`src/rtl/tcm_pkg.sv`:
```
// Constants shared by the capture/compare timer and its prescaler
package tcm_pkg;
	// ==================================================================
	// Register byte offsets (one aligned 32-bit word each)
	localparam logic [7:0] OFF_CTL0   = 8'h00; // Interrupt source, capture flag
	localparam logic [7:0] OFF_CTL1   = 8'h04; // Enable, polarity, prescale, mode
	localparam logic [7:0] OFF_CNTH   = 8'h08; // Counter high byte
	localparam logic [7:0] OFF_CNTL   = 8'h0c; // Counter low byte
	localparam logic [7:0] OFF_RLDH   = 8'h10; // Reload/compare high byte
	localparam logic [7:0] OFF_RLDL   = 8'h14; // Reload/compare low byte
	localparam logic [7:0] OFF_CAPH   = 8'h18; // Capture high byte
	localparam logic [7:0] OFF_CAPL   = 8'h1c; // Capture low byte
	localparam logic [7:0] OFF_ISTAT  = 8'h20; // Sticky event status, write one to clear
	localparam logic [7:0] OFF_IMASK  = 8'h24; // Interrupt mask, same layout
	// ==================================================================
	// Field positions
	localparam int CTL0_FLAG_BIT  = 7;    // Input capture flag
	localparam int CTL0_CFG_LSB   = 5;    // Interrupt source config [6:5]
	localparam int CTL1_EN_BIT    = 7;    // Timer enable
	localparam int CTL1_POL_BIT   = 6;    // Edge polarity select
	localparam int CTL1_PRE_LSB   = 3;    // Prescale exponent [5:3]
	localparam int CTL1_MODE_LSB  = 0;    // Mode [1:0]
	localparam int ST_CAP_BIT     = 0;    // Capture event
	localparam int ST_RLD_BIT     = 1;    // Reload event
	localparam int ST_GATE_BIT    = 2;    // Gate deassert event
	// ==================================================================
	// Reset values and counts
	localparam logic [7:0]  CTL0_RST   = 8'h00;
	localparam logic [7:0]  CTL1_RST   = 8'h00;
	localparam logic [15:0] CNT_RST    = 16'h0001;
	localparam logic [15:0] RLD_RST    = 16'hffff;
	localparam logic [15:0] CAP_RST    = 16'h0000;
	localparam logic [2:0]  ISTAT_RST  = 3'h0;
	localparam logic [2:0]  IMASK_RST  = 3'h0;
	localparam logic [15:0] RESTART_VAL = 16'h0001; // Value after every counter reset
	// ==================================================================
	// Modes and interrupt source codes
	localparam logic [1:0] MODE_CAPRST = 2'h0;  // Capture-restart
	localparam logic [1:0] MODE_GATED  = 2'h1;  // Gated counting
	localparam logic [1:0] MODE_CAPCMP = 2'h2;  // Capture/compare
	localparam logic [1:0] CFG_BOTH    = 2'h0;  // Both sources interrupt
	localparam logic [1:0] CFG_INPUT   = 2'h2;  // Input event only
	localparam logic [1:0] CFG_RELOAD  = 2'h3;  // Reload event only
	// ==================================================================
	// Run state
	typedef enum logic [2:0] {
		ST_OFF = 3'b001,  // Disabled
		ST_ARM = 3'b010,  // Waiting for first accepted edge
		ST_RUN = 3'b100   // Counting
	} tcm_state_type;
endpackage

```
`src/rtl/tcm_prescaler.sv`:
```
// Power-of-two prescaler producing a one-cycle count enable
`timescale 1ns/1ps
`default_nettype none
module tcm_prescaler (
	input  wire logic       ref_clk,
	input  wire logic       rst_n,
	input  wire logic       clear,    // Restart division while timer is off
	input  wire logic [2:0] prescale, // Divide by two to this power
	output logic            tick      // Count enable pulse
);
	import tcm_pkg::*;
	logic [6:0] divCntFf;     // Division counter
	logic [6:0] divMask;      // Terminal pattern for the chosen divider
	logic       divDone;      // Terminal count reached

	assign divMask = 7'((8'h01 << prescale) - 8'h01);
	assign divDone = ((divCntFf & divMask) == divMask);

	// ==================================================================
	// Divider; division by one gives a tick every cycle
	always_ff @(posedge ref_clk) begin
		if (!rst_n || clear) begin
			divCntFf <= 7'h00;
			tick     <= 1'b0;
		end else begin
			divCntFf <= divDone ? 7'h00 : divCntFf + 7'h01;
			tick     <= divDone;
		end
	end
endmodule // tcm_prescaler
`default_nettype wire

```
`src/rtl/tcm_timer.sv`:
```
// Capture-restart, gated and capture/compare timer with APB registers
`timescale 1ns/1ps
`default_nettype none
// Behaviour
// - Capture-restart edge copies count to capture
// - Count from system clock, pin gives events
// - Polarity bit selects rising or falling edge
// - Capture interrupts, restarts at 0001H, keeps counting
// - Capture interrupt sets input capture flag
// - Count to reload, interrupt, restart 0001H
// - Reload in capture modes clears input capture flag
// - Capture/compare idles until first accepted edge
// - Later edges capture, interrupt, restart 0001H
// - Gated: written start only first pass
// - Gated interrupts on deassert and reload, configurable
// - Capture modes: config limits interrupt source
module tcm_timer (
	input  wire logic        ref_clk,
	input  wire logic        rst_n,
	input  wire logic        psel,
	input  wire logic        penable,
	input  wire logic        pwrite,
	input  wire logic [7:0]  paddr,
	input  wire logic [31:0] pwdata,
	output logic [31:0]      prdata,
	output logic             pready,
	output logic             pslverr,
	input  wire logic        timerIn,   // Timer input pin, asynchronous
	output logic             irq        // Level interrupt
);
	import tcm_pkg::*;

	// ==================================================================
	// Declarations
	logic [7:0]    ctl0Ff;         // Config and capture flag
	logic [7:0]    ctl1Ff;         // Enable, polarity, prescale, mode
	logic [15:0]   countFf;        // Running count
	logic [15:0]   reloadFf;       // Reload/compare value
	logic [15:0]   captureFf;      // Captured count
	logic [2:0]    statFf;         // Sticky events
	logic [2:0]    maskFf;         // Interrupt mask
	tcm_state_type stateFf;        // Run state
	tcm_state_type nxt_state;
	logic          pinS1Ff;        // Synchroniser first stage
	logic          pinS2Ff;        // Synchroniser second stage
	logic          pinS3Ff;        // Previous synchronised level
	logic          tick;           // Prescaled count enable
	logic [15:0]   nxt_count;
	logic [2:0]    nxt_stat;

	// Field views
	wire        timerEn   = ctl1Ff[CTL1_EN_BIT];
	wire        edgePol   = ctl1Ff[CTL1_POL_BIT];
	wire [2:0]  preSel    = ctl1Ff[CTL1_PRE_LSB +: 3];
	wire [1:0]  modeSel   = ctl1Ff[CTL1_MODE_LSB +: 2];
	wire [1:0]  intCfg    = ctl0Ff[CTL0_CFG_LSB +: 2];
	wire        capFlag   = ctl0Ff[CTL0_FLAG_BIT];

	// ==================================================================
	// Bus decode
	wire        busAccess = psel && penable && pready;   // Completing edge
	wire        busWr     = busAccess && pwrite;
	wire        wrCtl0    = busWr && (paddr == OFF_CTL0);
	wire        wrCtl1    = busWr && (paddr == OFF_CTL1);
	wire        wrCntH    = busWr && (paddr == OFF_CNTH);
	wire        wrCntL    = busWr && (paddr == OFF_CNTL);
	wire        wrRldH    = busWr && (paddr == OFF_RLDH);
	wire        wrRldL    = busWr && (paddr == OFF_RLDL);
	wire        wrStat    = busWr && (paddr == OFF_ISTAT);
	wire        wrMask    = busWr && (paddr == OFF_IMASK);
	wire        swCntWr   = wrCntH || wrCntL;
	wire [7:0]  wrByte    = pwdata[7:0];
	// Mask as it stands after this edge, so the interrupt never lags a mask write
	wire [2:0]  nxt_mask  = wrMask ? wrByte[2:0] : maskFf;

	// Read mux; capture registers are read-only, other holes read zero
	function automatic logic [7:0] read_mux(input logic [7:0] a);
		case (a)
			OFF_CTL0:  read_mux = ctl0Ff;
			OFF_CTL1:  read_mux = ctl1Ff;
			OFF_CNTH:  read_mux = countFf[15:8];
			OFF_CNTL:  read_mux = countFf[7:0];
			OFF_RLDH:  read_mux = reloadFf[15:8];
			OFF_RLDL:  read_mux = reloadFf[7:0];
			OFF_CAPH:  read_mux = captureFf[15:8];
			OFF_CAPL:  read_mux = captureFf[7:0];
			OFF_ISTAT: read_mux = {5'h00, statFf};
			OFF_IMASK: read_mux = {5'h00, maskFf};
			default:   read_mux = 8'h00;
		endcase
	endfunction

	// Word-aligned offsets up to the mask register are mapped
	wire        mapped    = (paddr[1:0] == 2'h0) && (paddr <= OFF_IMASK);

	// ==================================================================
	// Pin synchroniser and edge detection
	always_ff @(posedge ref_clk) begin
		if (!rst_n) begin
			pinS1Ff <= 1'b0;
			pinS2Ff <= 1'b0;
			pinS3Ff <= 1'b0;
		end else begin
			pinS1Ff <= timerIn;
			pinS2Ff <= pinS1Ff;
			pinS3Ff <= pinS2Ff;
		end
	end

	// Edge register resets low; a high pin gives a false rise after reset, but the
	// timer is still off then, so that edge has nothing to act on
	wire pinRise    = pinS2Ff && !pinS3Ff;
	wire pinFall    = !pinS2Ff && pinS3Ff;
	wire acceptEdge = edgePol ? pinFall : pinRise;
	// Gate is active at the level the polarity bit names as asserted
	wire gateLevel  = edgePol ? !pinS2Ff : pinS2Ff;
	wire gateDrop   = edgePol ? pinRise : pinFall;

	// ==================================================================
	// Prescaler; held clear while the timer is off so the first tick is aligned
	tcm_prescaler u_pre (
		.ref_clk  (ref_clk),
		.rst_n    (rst_n),
		.clear    (stateFf == ST_OFF),
		.prescale (preSel),
		.tick     (tick)
	);

	// ==================================================================
	// Event decode
	wire isGated    = (modeSel == MODE_GATED);
	wire isCapMode  = (modeSel == MODE_CAPRST) || (modeSel == MODE_CAPCMP);
	// Counter advances on the prescaled system clock only
	wire advance    = (stateFf == ST_RUN) && tick && (!isGated || gateLevel);
	wire reloadEv   = advance && (countFf == reloadFf);
	wire captureEv  = (stateFf == ST_RUN) && isCapMode && acceptEdge;
	wire gateEv     = (stateFf == ST_RUN) && isGated && gateDrop;
	// Interrupt source filter
	wire allowInp   = (intCfg != CFG_RELOAD);
	wire allowRld   = (intCfg != CFG_INPUT);

	// ==================================================================
	// Run state machine
	always_comb begin
		nxt_state = stateFf;
		case (stateFf)
			ST_OFF: begin
				if (timerEn) begin
					// Capture/compare waits for its first edge
					nxt_state = (modeSel == MODE_CAPCMP) ? ST_ARM : ST_RUN;
				end
			end
			ST_ARM: begin
				if (!timerEn) begin
					nxt_state = ST_OFF;
				end else if (acceptEdge) begin
					nxt_state = ST_RUN;
				end
			end
			ST_RUN: begin
				if (!timerEn) begin
					nxt_state = ST_OFF;
				end
			end
			default: begin
				nxt_state = ST_OFF;
			end
		endcase
	end

	// ==================================================================
	// Counter next value; software write wins so setup is never lost
	always_comb begin
		nxt_count = countFf;
		if (wrCntH) begin
			nxt_count = {wrByte, countFf[7:0]};
		end else if (wrCntL) begin
			nxt_count = {countFf[15:8], wrByte};
		end else if (captureEv) begin
			nxt_count = RESTART_VAL;
		end else if (reloadEv) begin
			// Every later pass starts here, whatever software wrote first
			nxt_count = RESTART_VAL;
		end else if (advance) begin
			nxt_count = countFf + 16'h0001;
		end
	end

	// Sticky status: a new event wins over a write-one clear in the same cycle
	always_comb begin
		nxt_stat = statFf;
		if (wrStat) begin
			nxt_stat = statFf & ~wrByte[2:0];
		end
		if (captureEv && allowInp) begin
			nxt_stat[ST_CAP_BIT] = 1'b1;
		end
		if (reloadEv && allowRld) begin
			nxt_stat[ST_RLD_BIT] = 1'b1;
		end
		if (gateEv && allowInp) begin
			nxt_stat[ST_GATE_BIT] = 1'b1;
		end
	end

	// ==================================================================
	// Timer state registers
	always_ff @(posedge ref_clk) begin
		if (!rst_n) begin
			stateFf <= ST_OFF;
			countFf <= CNT_RST;
			statFf  <= ISTAT_RST;
		end else begin
			stateFf <= nxt_state;
			countFf <= nxt_count;
			statFf  <= nxt_stat;
		end
	end

	// Capture register holds the count seen at the accepted edge
	always_ff @(posedge ref_clk) begin
		if (!rst_n) begin
			captureFf <= CAP_RST;
		end else if (captureEv) begin
			captureFf <= countFf;
		end
	end

	// ==================================================================
	// Software registers; the capture flag is owned by hardware
	always_ff @(posedge ref_clk) begin
		if (!rst_n) begin
			ctl0Ff   <= CTL0_RST;
			ctl1Ff   <= CTL1_RST;
			reloadFf <= RLD_RST;
			maskFf   <= IMASK_RST;
		end else begin
			if (wrCtl0) begin
				ctl0Ff[CTL0_CFG_LSB +: 2] <= wrByte[CTL0_CFG_LSB +: 2];
			end
			if (captureEv) begin
				ctl0Ff[CTL0_FLAG_BIT] <= 1'b1;
			end else if (reloadEv && isCapMode) begin
				ctl0Ff[CTL0_FLAG_BIT] <= 1'b0;
			end
			if (wrCtl1) begin
				ctl1Ff <= {wrByte[7:3], 1'b0, wrByte[1:0]};
			end
			if (wrRldH) begin
				reloadFf[15:8] <= wrByte;
			end
			if (wrRldL) begin
				reloadFf[7:0] <= wrByte;
			end
			if (wrMask) begin
				maskFf <= wrByte[2:0];
			end
		end
	end

	// ==================================================================
	// APB slave: one wait state, data and error registered with pready
	always_ff @(posedge ref_clk) begin
		if (!rst_n) begin
			pready  <= 1'b0;
			prdata  <= 32'h0000_0000;
			pslverr <= 1'b0;
		end else begin
			pready  <= psel && penable && !pready;
			prdata  <= {24'h00_0000, read_mux(paddr)};
			pslverr <= psel && penable && !pready && !mapped;
		end
	end

	// Interrupt level from next status and next mask, so it tracks both registers
	always_ff @(posedge ref_clk) begin
		if (!rst_n) begin
			irq <= 1'b0;
		end else begin
			irq <= |(nxt_stat & nxt_mask);
		end
	end
endmodule // tcm_timer
`default_nettype wire

```
`config.mk`:
```
export PLATFORM = sky130hd
export DESIGN_NAME = tcm_timer
export DESIGN_NICKNAME = d
export VERILOG_FILES = /design/src/rtl/tcm_pkg.sv /design/src/rtl/tcm_prescaler.sv /design/src/rtl/tcm_timer.sv
export SDC_FILE = /design/constraint.sdc
export NUM_CORES = 1
export LEC_CHECK = 0
export BUFFER_PORTS_ARGS = -buffer_cell sky130_fd_sc_hd__buf_4
export CAP_MARGIN = 0
export CORE_MARGIN = 2
export CORE_UTILIZATION = 43
export DETAILED_ROUTE_END_ITERATION = 12
export GPL_ROUTABILITY_DRIVEN = 0
export MAX_ROUTING_LAYER = met4
export PLACE_DENSITY_LB_ADDON = 0.12
export SLEW_MARGIN = 15
export SYNTH_ARGS = -nofsm -noshare
export SYNTH_HDL_FRONTEND = slang
export SYNTH_SLANG_ARGS = --single-unit
```
`constraint.sdc`:
```
create_clock -name ref_clk -period 2.5 [get_ports ref_clk]
set_input_delay 0.25 -clock ref_clk [delete_from_list [all_inputs] [get_ports ref_clk]]
set_output_delay 0.25 -clock ref_clk [all_outputs]
set_load 0.03 [all_outputs]
```
# [Word-level counts from Yosys, hierarchy flattened]
# Index checks and enable logic that the tools add are counted.
[totals] out_inout_bits=35 wordCells=122 reg_bits=113 input_bits=46
[op_classes] n_addsub=3 shifts=1 bitwise_logic=5 n_eq_ne=22 n_reduce_logical=47 mux=22 order_cmp=1
[ops] operator="$mux 16" n=5
[ops] operator="$pmux 8 s10" n=1
[ops] operator="$eq 8x5->1 const B" n=4
[ops] operator="$logic_and 1x1->1" n=27
[ops] operator="$mux 3" n=7
[ops] operator="$add 16x1->16 const B" n=1
[ops] operator="$eq 16x16->1" n=1
[ops] operator="$eq 8x4->1 const B" n=2
[ops] operator="$eq 8x6->1 const B" n=2
[ops] operator="$ne 2x2->1 const B" n=5
[ops] operator="$pmux 3 s3" n=1
[ops] operator="$eq 8x3->1 const B" n=1
[ops] operator="$le 8x6->1 const B" n=1
[ops] operator="$logic_not 8->1" n=1
[ops] operator="$mux 1" n=8
[ops] operator="$reduce_bool 4->1" n=2
[ops] operator="$add 7x1->7 const B" n=1
[ops] operator="$and 7x7->7" n=1
[ops] operator="$eq 7x7->1" n=1
[ops] operator="$shl 1x3->7 const A" n=1
[ops] operator="$sub 7x1->7 const B" n=1
[ops] operator="$and 3x3->3" n=2
[ops] operator="$logic_not 1->1" n=6
[ops] operator="$logic_not 2->1" n=2
[ops] operator="14 further kinds" n=17

# [Longest topological paths before layout]
[depth] depth_word=9 ltp_mapped=10 depth_no_buf=7

# [Cells and area by module]
# Synthesis repeated with hierarchy kept, for this count alone.
[unflattened] hier_cells=614 hier_area_um2=4804.6
[by_module_without_submodules] module="tcm_timer" seq_area_each_um2=1621.6 cells_per_inst=570 area_each_um2=4409.2 n_inst=1
[by_module_without_submodules] module="tcm_prescaler" seq_area_each_um2=160.2 cells_per_inst=44 area_each_um2=395.4 n_inst=1

# [Least setup slack after synthesis]
# No wires, ideal clock.
[synth_path] kind="register -> register" start="register pready" end="register countFf[12]" synth_period_minus_slack_ps=2046 setup_ps=117 arrival_time_ps=1929 required_time_ps=2383 n_path_buf=2 stages_incl_launch_ff=10 slack_ps=454 path_cell_list="dfxtp_1 -> and4_1 -> clkbuf_1 -> and3_1 -> buf_4 -> and2b_4 -> a21oi_4 -> nor4_2 -> xor2_1 -> a22o_1"
[synth_between] elab_chain_len=5 word_cells_on_any_way=8 classes_between="1 x eq/ne; 1 x mux; 6 x reduce/logical"
[synth_lines] item="from (decl)" line_no="tcm_timer.sv:26" rtl="output logic pready,"
[synth_lines] item="from (signal assigned)" line_no="tcm_timer.sv:269" rtl="pready <= psel && penable && !pready;"
[synth_lines] item="$logic_and 1x1->1 (*)" line_no="tcm_timer.sv:61" rtl="wire busAccess = psel && penable && pready;"
[synth_lines] item="$logic_and 1x1->1 (*)" line_no="tcm_timer.sv:62" rtl="wire busWr = busAccess && pwrite;"
[synth_lines] item="$logic_and 1x1->1 (on tied branches)" line_no="tcm_timer.sv:65, tcm_timer.sv:66"
[synth_lines] item="$reduce_bool 4->1 (no source line) or $ne 2x2->1 (tied branches)"
[synth_lines] item="$reduce_and 2->1 (no source line)"
[synth_lines] item="to (signal assigned)" line_no="tcm_timer.sv:215" rtl="countFf <= nxt_count;"
[synth_lines] item="to (decl)" line_no="tcm_timer.sv:37" rtl="logic [15:0] countFf;"
# Every way passes the cells marked *; elsewhere a longest branch is shown, timed or not.
# A chain may end at the register's enable or synchronous reset.

# [Worst setup path after layout]
[layout_path] start="register pready" end="register countFf[0]"
[layout_between] elab_chain_len=5 word_cells_on_any_way=8 classes_between="1 x mux; 1 x bitwise; 6 x reduce/logical"
[layout_lines] item="$logic_and 1x1->1 (*)" line_no="tcm_timer.sv:61"
[layout_lines] item="$logic_and 1x1->1 (*)" line_no="tcm_timer.sv:62"
[layout_lines] item="$logic_and 1x1->1 (on tied branches)" line_no="tcm_timer.sv:66, tcm_timer.sv:65"
[layout_lines] item="$reduce_bool 4->1 (no source line) or $not 1->1 (tied branches)"
[layout_lines] item="$reduce_and 2->1 (no source line)"
# Every way passes the cells marked *; elsewhere a longest branch is shown, timed or not. The select of a mux whose other input is x is not followed.

==> impl_metrics.json <==
{
  "vias": 4230,
  "wirelength_mm": 13.15,
  "vias_in_the_first_global_route": 3913,
  "synth-edff-count": 0,
  "count_of_final_hold_check_violations": 0,
  "n_antenna_cell": 0,
  "finalWorstPathRequiredPeriod_ns": 2.266,
  "die_w_um": 107.6,
  "worst_path_max_delay_cell": "nor3_2",
  "post_cts_hold_buffer_count": 0,
  "layout.nets": 667,
  "drtAntennaViolNets": 0,
  "synth_warnings": 0,
  "critPathLaunchType": "flop",
  "top_usage_layer": "met2",
  "die_area_mm2": 0.01157,
  "layout.cells.most_common_list": "nand2_1 (99), dfxtp_1 (89), nor2_1 (58), buf_4 (58), a21oi_1 (41)",
  "end_kind": "flop",
  "core_region_area_mm2": 0.01037,
  "synth_top_area_cell": "dfxtp_1",
  "global_route_wire_length_before_repair_mm": 20.75,
  "io_pins": 81,
  "syn_area_per_cell_um2": 7.940,
  "timing.final.setup_violations": 0,
  "grt_residual_overflow": 0,
  "place_hpwl_mm": 9.640,
  "antenna_violations_before_repair": 0,
  "remaining_drc_errors": 0,
  "relSlewSlack_pct": 57.41,
  "drt_first_pass_iters": 5,
  "crit_path_max_incr_delay_ns": 0.44,
  "drt_first_iter_violations": 334,
  "grt_start_max_net_pins": 31,
  "run_status": "completed",
  "netlist-cell-type-count": 54,
  "lkg_pwr_nw": 1.926,
  "mostFrequentLayoutCell": "nand2_1",
  "worst-setup-path-type": "reg -> reg",
  "clock_sink_count": 89,
  "global_route.usage.met3_pct": 4.298,
  "clock_tree.root_cell": "clkbuf_8",
  "place.port_buffers": 32,
  "floorplan.initialDensity_pct": 44.49,
  "cts.reportedPaths.clkPinSlew_ns": 0.10,
  "yosysTopAreaCellShare_pct": 38.62,
  "power_per_cell_area_mw_per_mm2": 527.2,
  "cp_data_required_time_ns": 2.77,
  "worst_hold_slack_across_all_endpoints_ns": 0.09412,
  "clock.fmax_ghz": 0.4414,
  "met1_usage_pct": 33.02,
  "tritoncts": "done",
  "area_growth_pct": 13.59,
  "gr-usage-met2_pct": 35.98,
  "cts_inserted_buffers": 9,
  "seq_area_frac_synth_pct": 38.62,
  "peakVddDrop_mv": 0.2802,
  "avg_wl_per_cell_um": 17.30,
  "regArea_mm2": 0.001782,
  "clkLatencyLatePin_ns": 0.37,
  "synth.top_cells.by_area": "dfxtp_1 (39%), nand2_1 (8.1%), nor2_1 (4.7%)",
  "floorplan.rows": 37,
  "final_layout_fill_cell_count": 1055,
  "path_cells": "and4_1, and3_1, nor2_2, nand2_1, nor3_2, nand2_1, a21o_1",
  "postSynth.topFlopCell": "dfxtp_1",
  "worst_ep_arrival_time_ns": 2.54,
  "cts_buffer_depth": 2,
  "track_usage_pct": 24.19,
  "synth_cells": 581,
  "synthArstFlopShare_pct": 0,
  "cap_viol_max_count": 0,
  "synth.ff_latch_count": 89,
  "layout-drive-gt1-share_pct": 14.74,
  "layout_worst_path_cycle_share_pct": 90.63,
  "fin_skew_ns": 0.01023,
  "cts-htree-levels": 3,
  "post_drt_via_cell_ratio": 5.566,
  "final_max_slew_viol_count": 0,
  "multi_input_area_mm2": 0.002587,
  "min-delay-path-class": "in -> reg",
  "crit_path_max_fanout": 14,
  "cpMostUsedCell": "nand2_1",
  "rsz0062_at_grt": "no",
  "timing_worst_slew_pin_value_ns": 0.6365,
  "setup-tns-final_ns": 0,
  "netlist_area_mm2": 0.004613,
  "postCtsSetupRepairBufs": 0,
  "die-height_um": 107.6,
  "post_cts.resized_instances": 0
}
==> final timing paths <==
| kind | to | startpoint | cells past startpoint | slack [ns] |
|---|---|---|---|---|
| max reg2reg | countFf[0] | pready | 7 | 0.23 |
| min | pinS1Ff | timerIn | 2 | 0.09 |
| max | countFf[0] | pready | 7 | 0.23 |
| min reg2reg | pinS2Ff | pinS1Ff | 1 | 0.44 |
==> where the power goes <==
group	switching [mW]	leakage (nW)	internal [mW]	total (mW)
clock network	0.559	0.113	0.594	1.15
logic	0.135	1.10	0.0515	0.187
registers	0.00230	0.718	1.42	1.42
==> critical path, delay by kind of cell, from the launching register on <==
kind	cells	cell delay, ns
simple gates	6	1.68
compound gates	1	0.16
flops	1	0.33
==> synthesized netlist by cell type, types with 2 or more instances <==
master      n
buf_2       4
xnor2_1    10
o21ai_0    27
nor3_2      4
o22ai_1     5
buf_1       2
clkbuf_1   22
and3_1      3
buf_4      26
nand3_1    38
nand2b_1    4
nor3_1     10
dfxtp_1    89
a221oi_1    3
ha_1        2
and2_1      8
inv_1      10
and4_1      2
nand4_1     2
mux2i_1    18
nor4_1      6
a31oi_1     3
nand2_1    99
or3_1       3
o31ai_1     3
nor3b_1     4
a22oi_1    14
a22o_1      9
a211oi_1    2
nor2_2      2
nor2b_1     4
xor2_1     21
nor2_1     58
a21oi_1    41
a2bb2oi_1   3
a221o_1     2
==> state kept, by name, indices dropped and copies added, names as in the netlist <==
register        count
stateFf             3
u_pre.tick          1
statFf              3
reloadFf           16
u_pre.divCntFf      7
countFf            16
pinS1Ff             1
pslverr             1
irq                 1
captureFf          16
ctl0Ff              3
maskFf              3
prdata              8
pinS3Ff             1
pinS2Ff             1
pready              1
ctl1Ff              7
==> kinds of logic (layout without fill, tap and decap cells) <==
| logic type | count (synthesis) | after routing | synth area share (%) |
|---|---|---|---|
| xor gates and xnor gates | 31 | 31 | 5.886 |
| other | 1 | 24 | 0.08129 |
| AOI/OAI and AO/OA | 122 | 122 | 17.17 |
| muxes | 20 | 20 | 4.638 |
| DFF | 89 | 89 | 38.62 |
| and+or+nand+nor | 252 | 252 | 25.63 |
| buffers and inverters | 64 | 84 | 7.432 |
| adders and majority gates | 2 | 2 | 0.5424 |
==> cell type report <==
class	count	area share [%]
Timing Repair Buffer	58	8.309
Inverter	10	0.7163
Sequential cell	89	34.00
Clock buffer	10	2.627
Multi-Input combinational cell	451	49.38
Clock inverter	6	1.719
Tap cell	136	3.247
==> metal layers <==
metal	wire, um	vias up
met4	352	0
met3	974	31
met1	5846	1967
li1	-	2046
met5	0	-
met2	5973	186
==> per-stage QoR <==
stage | setup slack (ns) | cell area [um^2] | util (%) | std cells | power (mW)
4_1_cts | 0.2750 | 5240 | 50.53 | 760 | 2.769
6_report | 0.2342 | 5240 | 50.53 | 760 | 2.763
3_5_place_dp | 0.2412 | 5012 | 48.33 | 744 | 1.639
3_3_place_gp | 0.2773 | 5012 | 48.33 | 744 | 1.639
2_1_floorplan | 0.4544 | 4700 | - | 604 | 1.594
5_1_grt | 0.08176 | 5240 | 50.53 | 760 | 2.838
No activity file was read; power rests on OpenSTA's default activity.
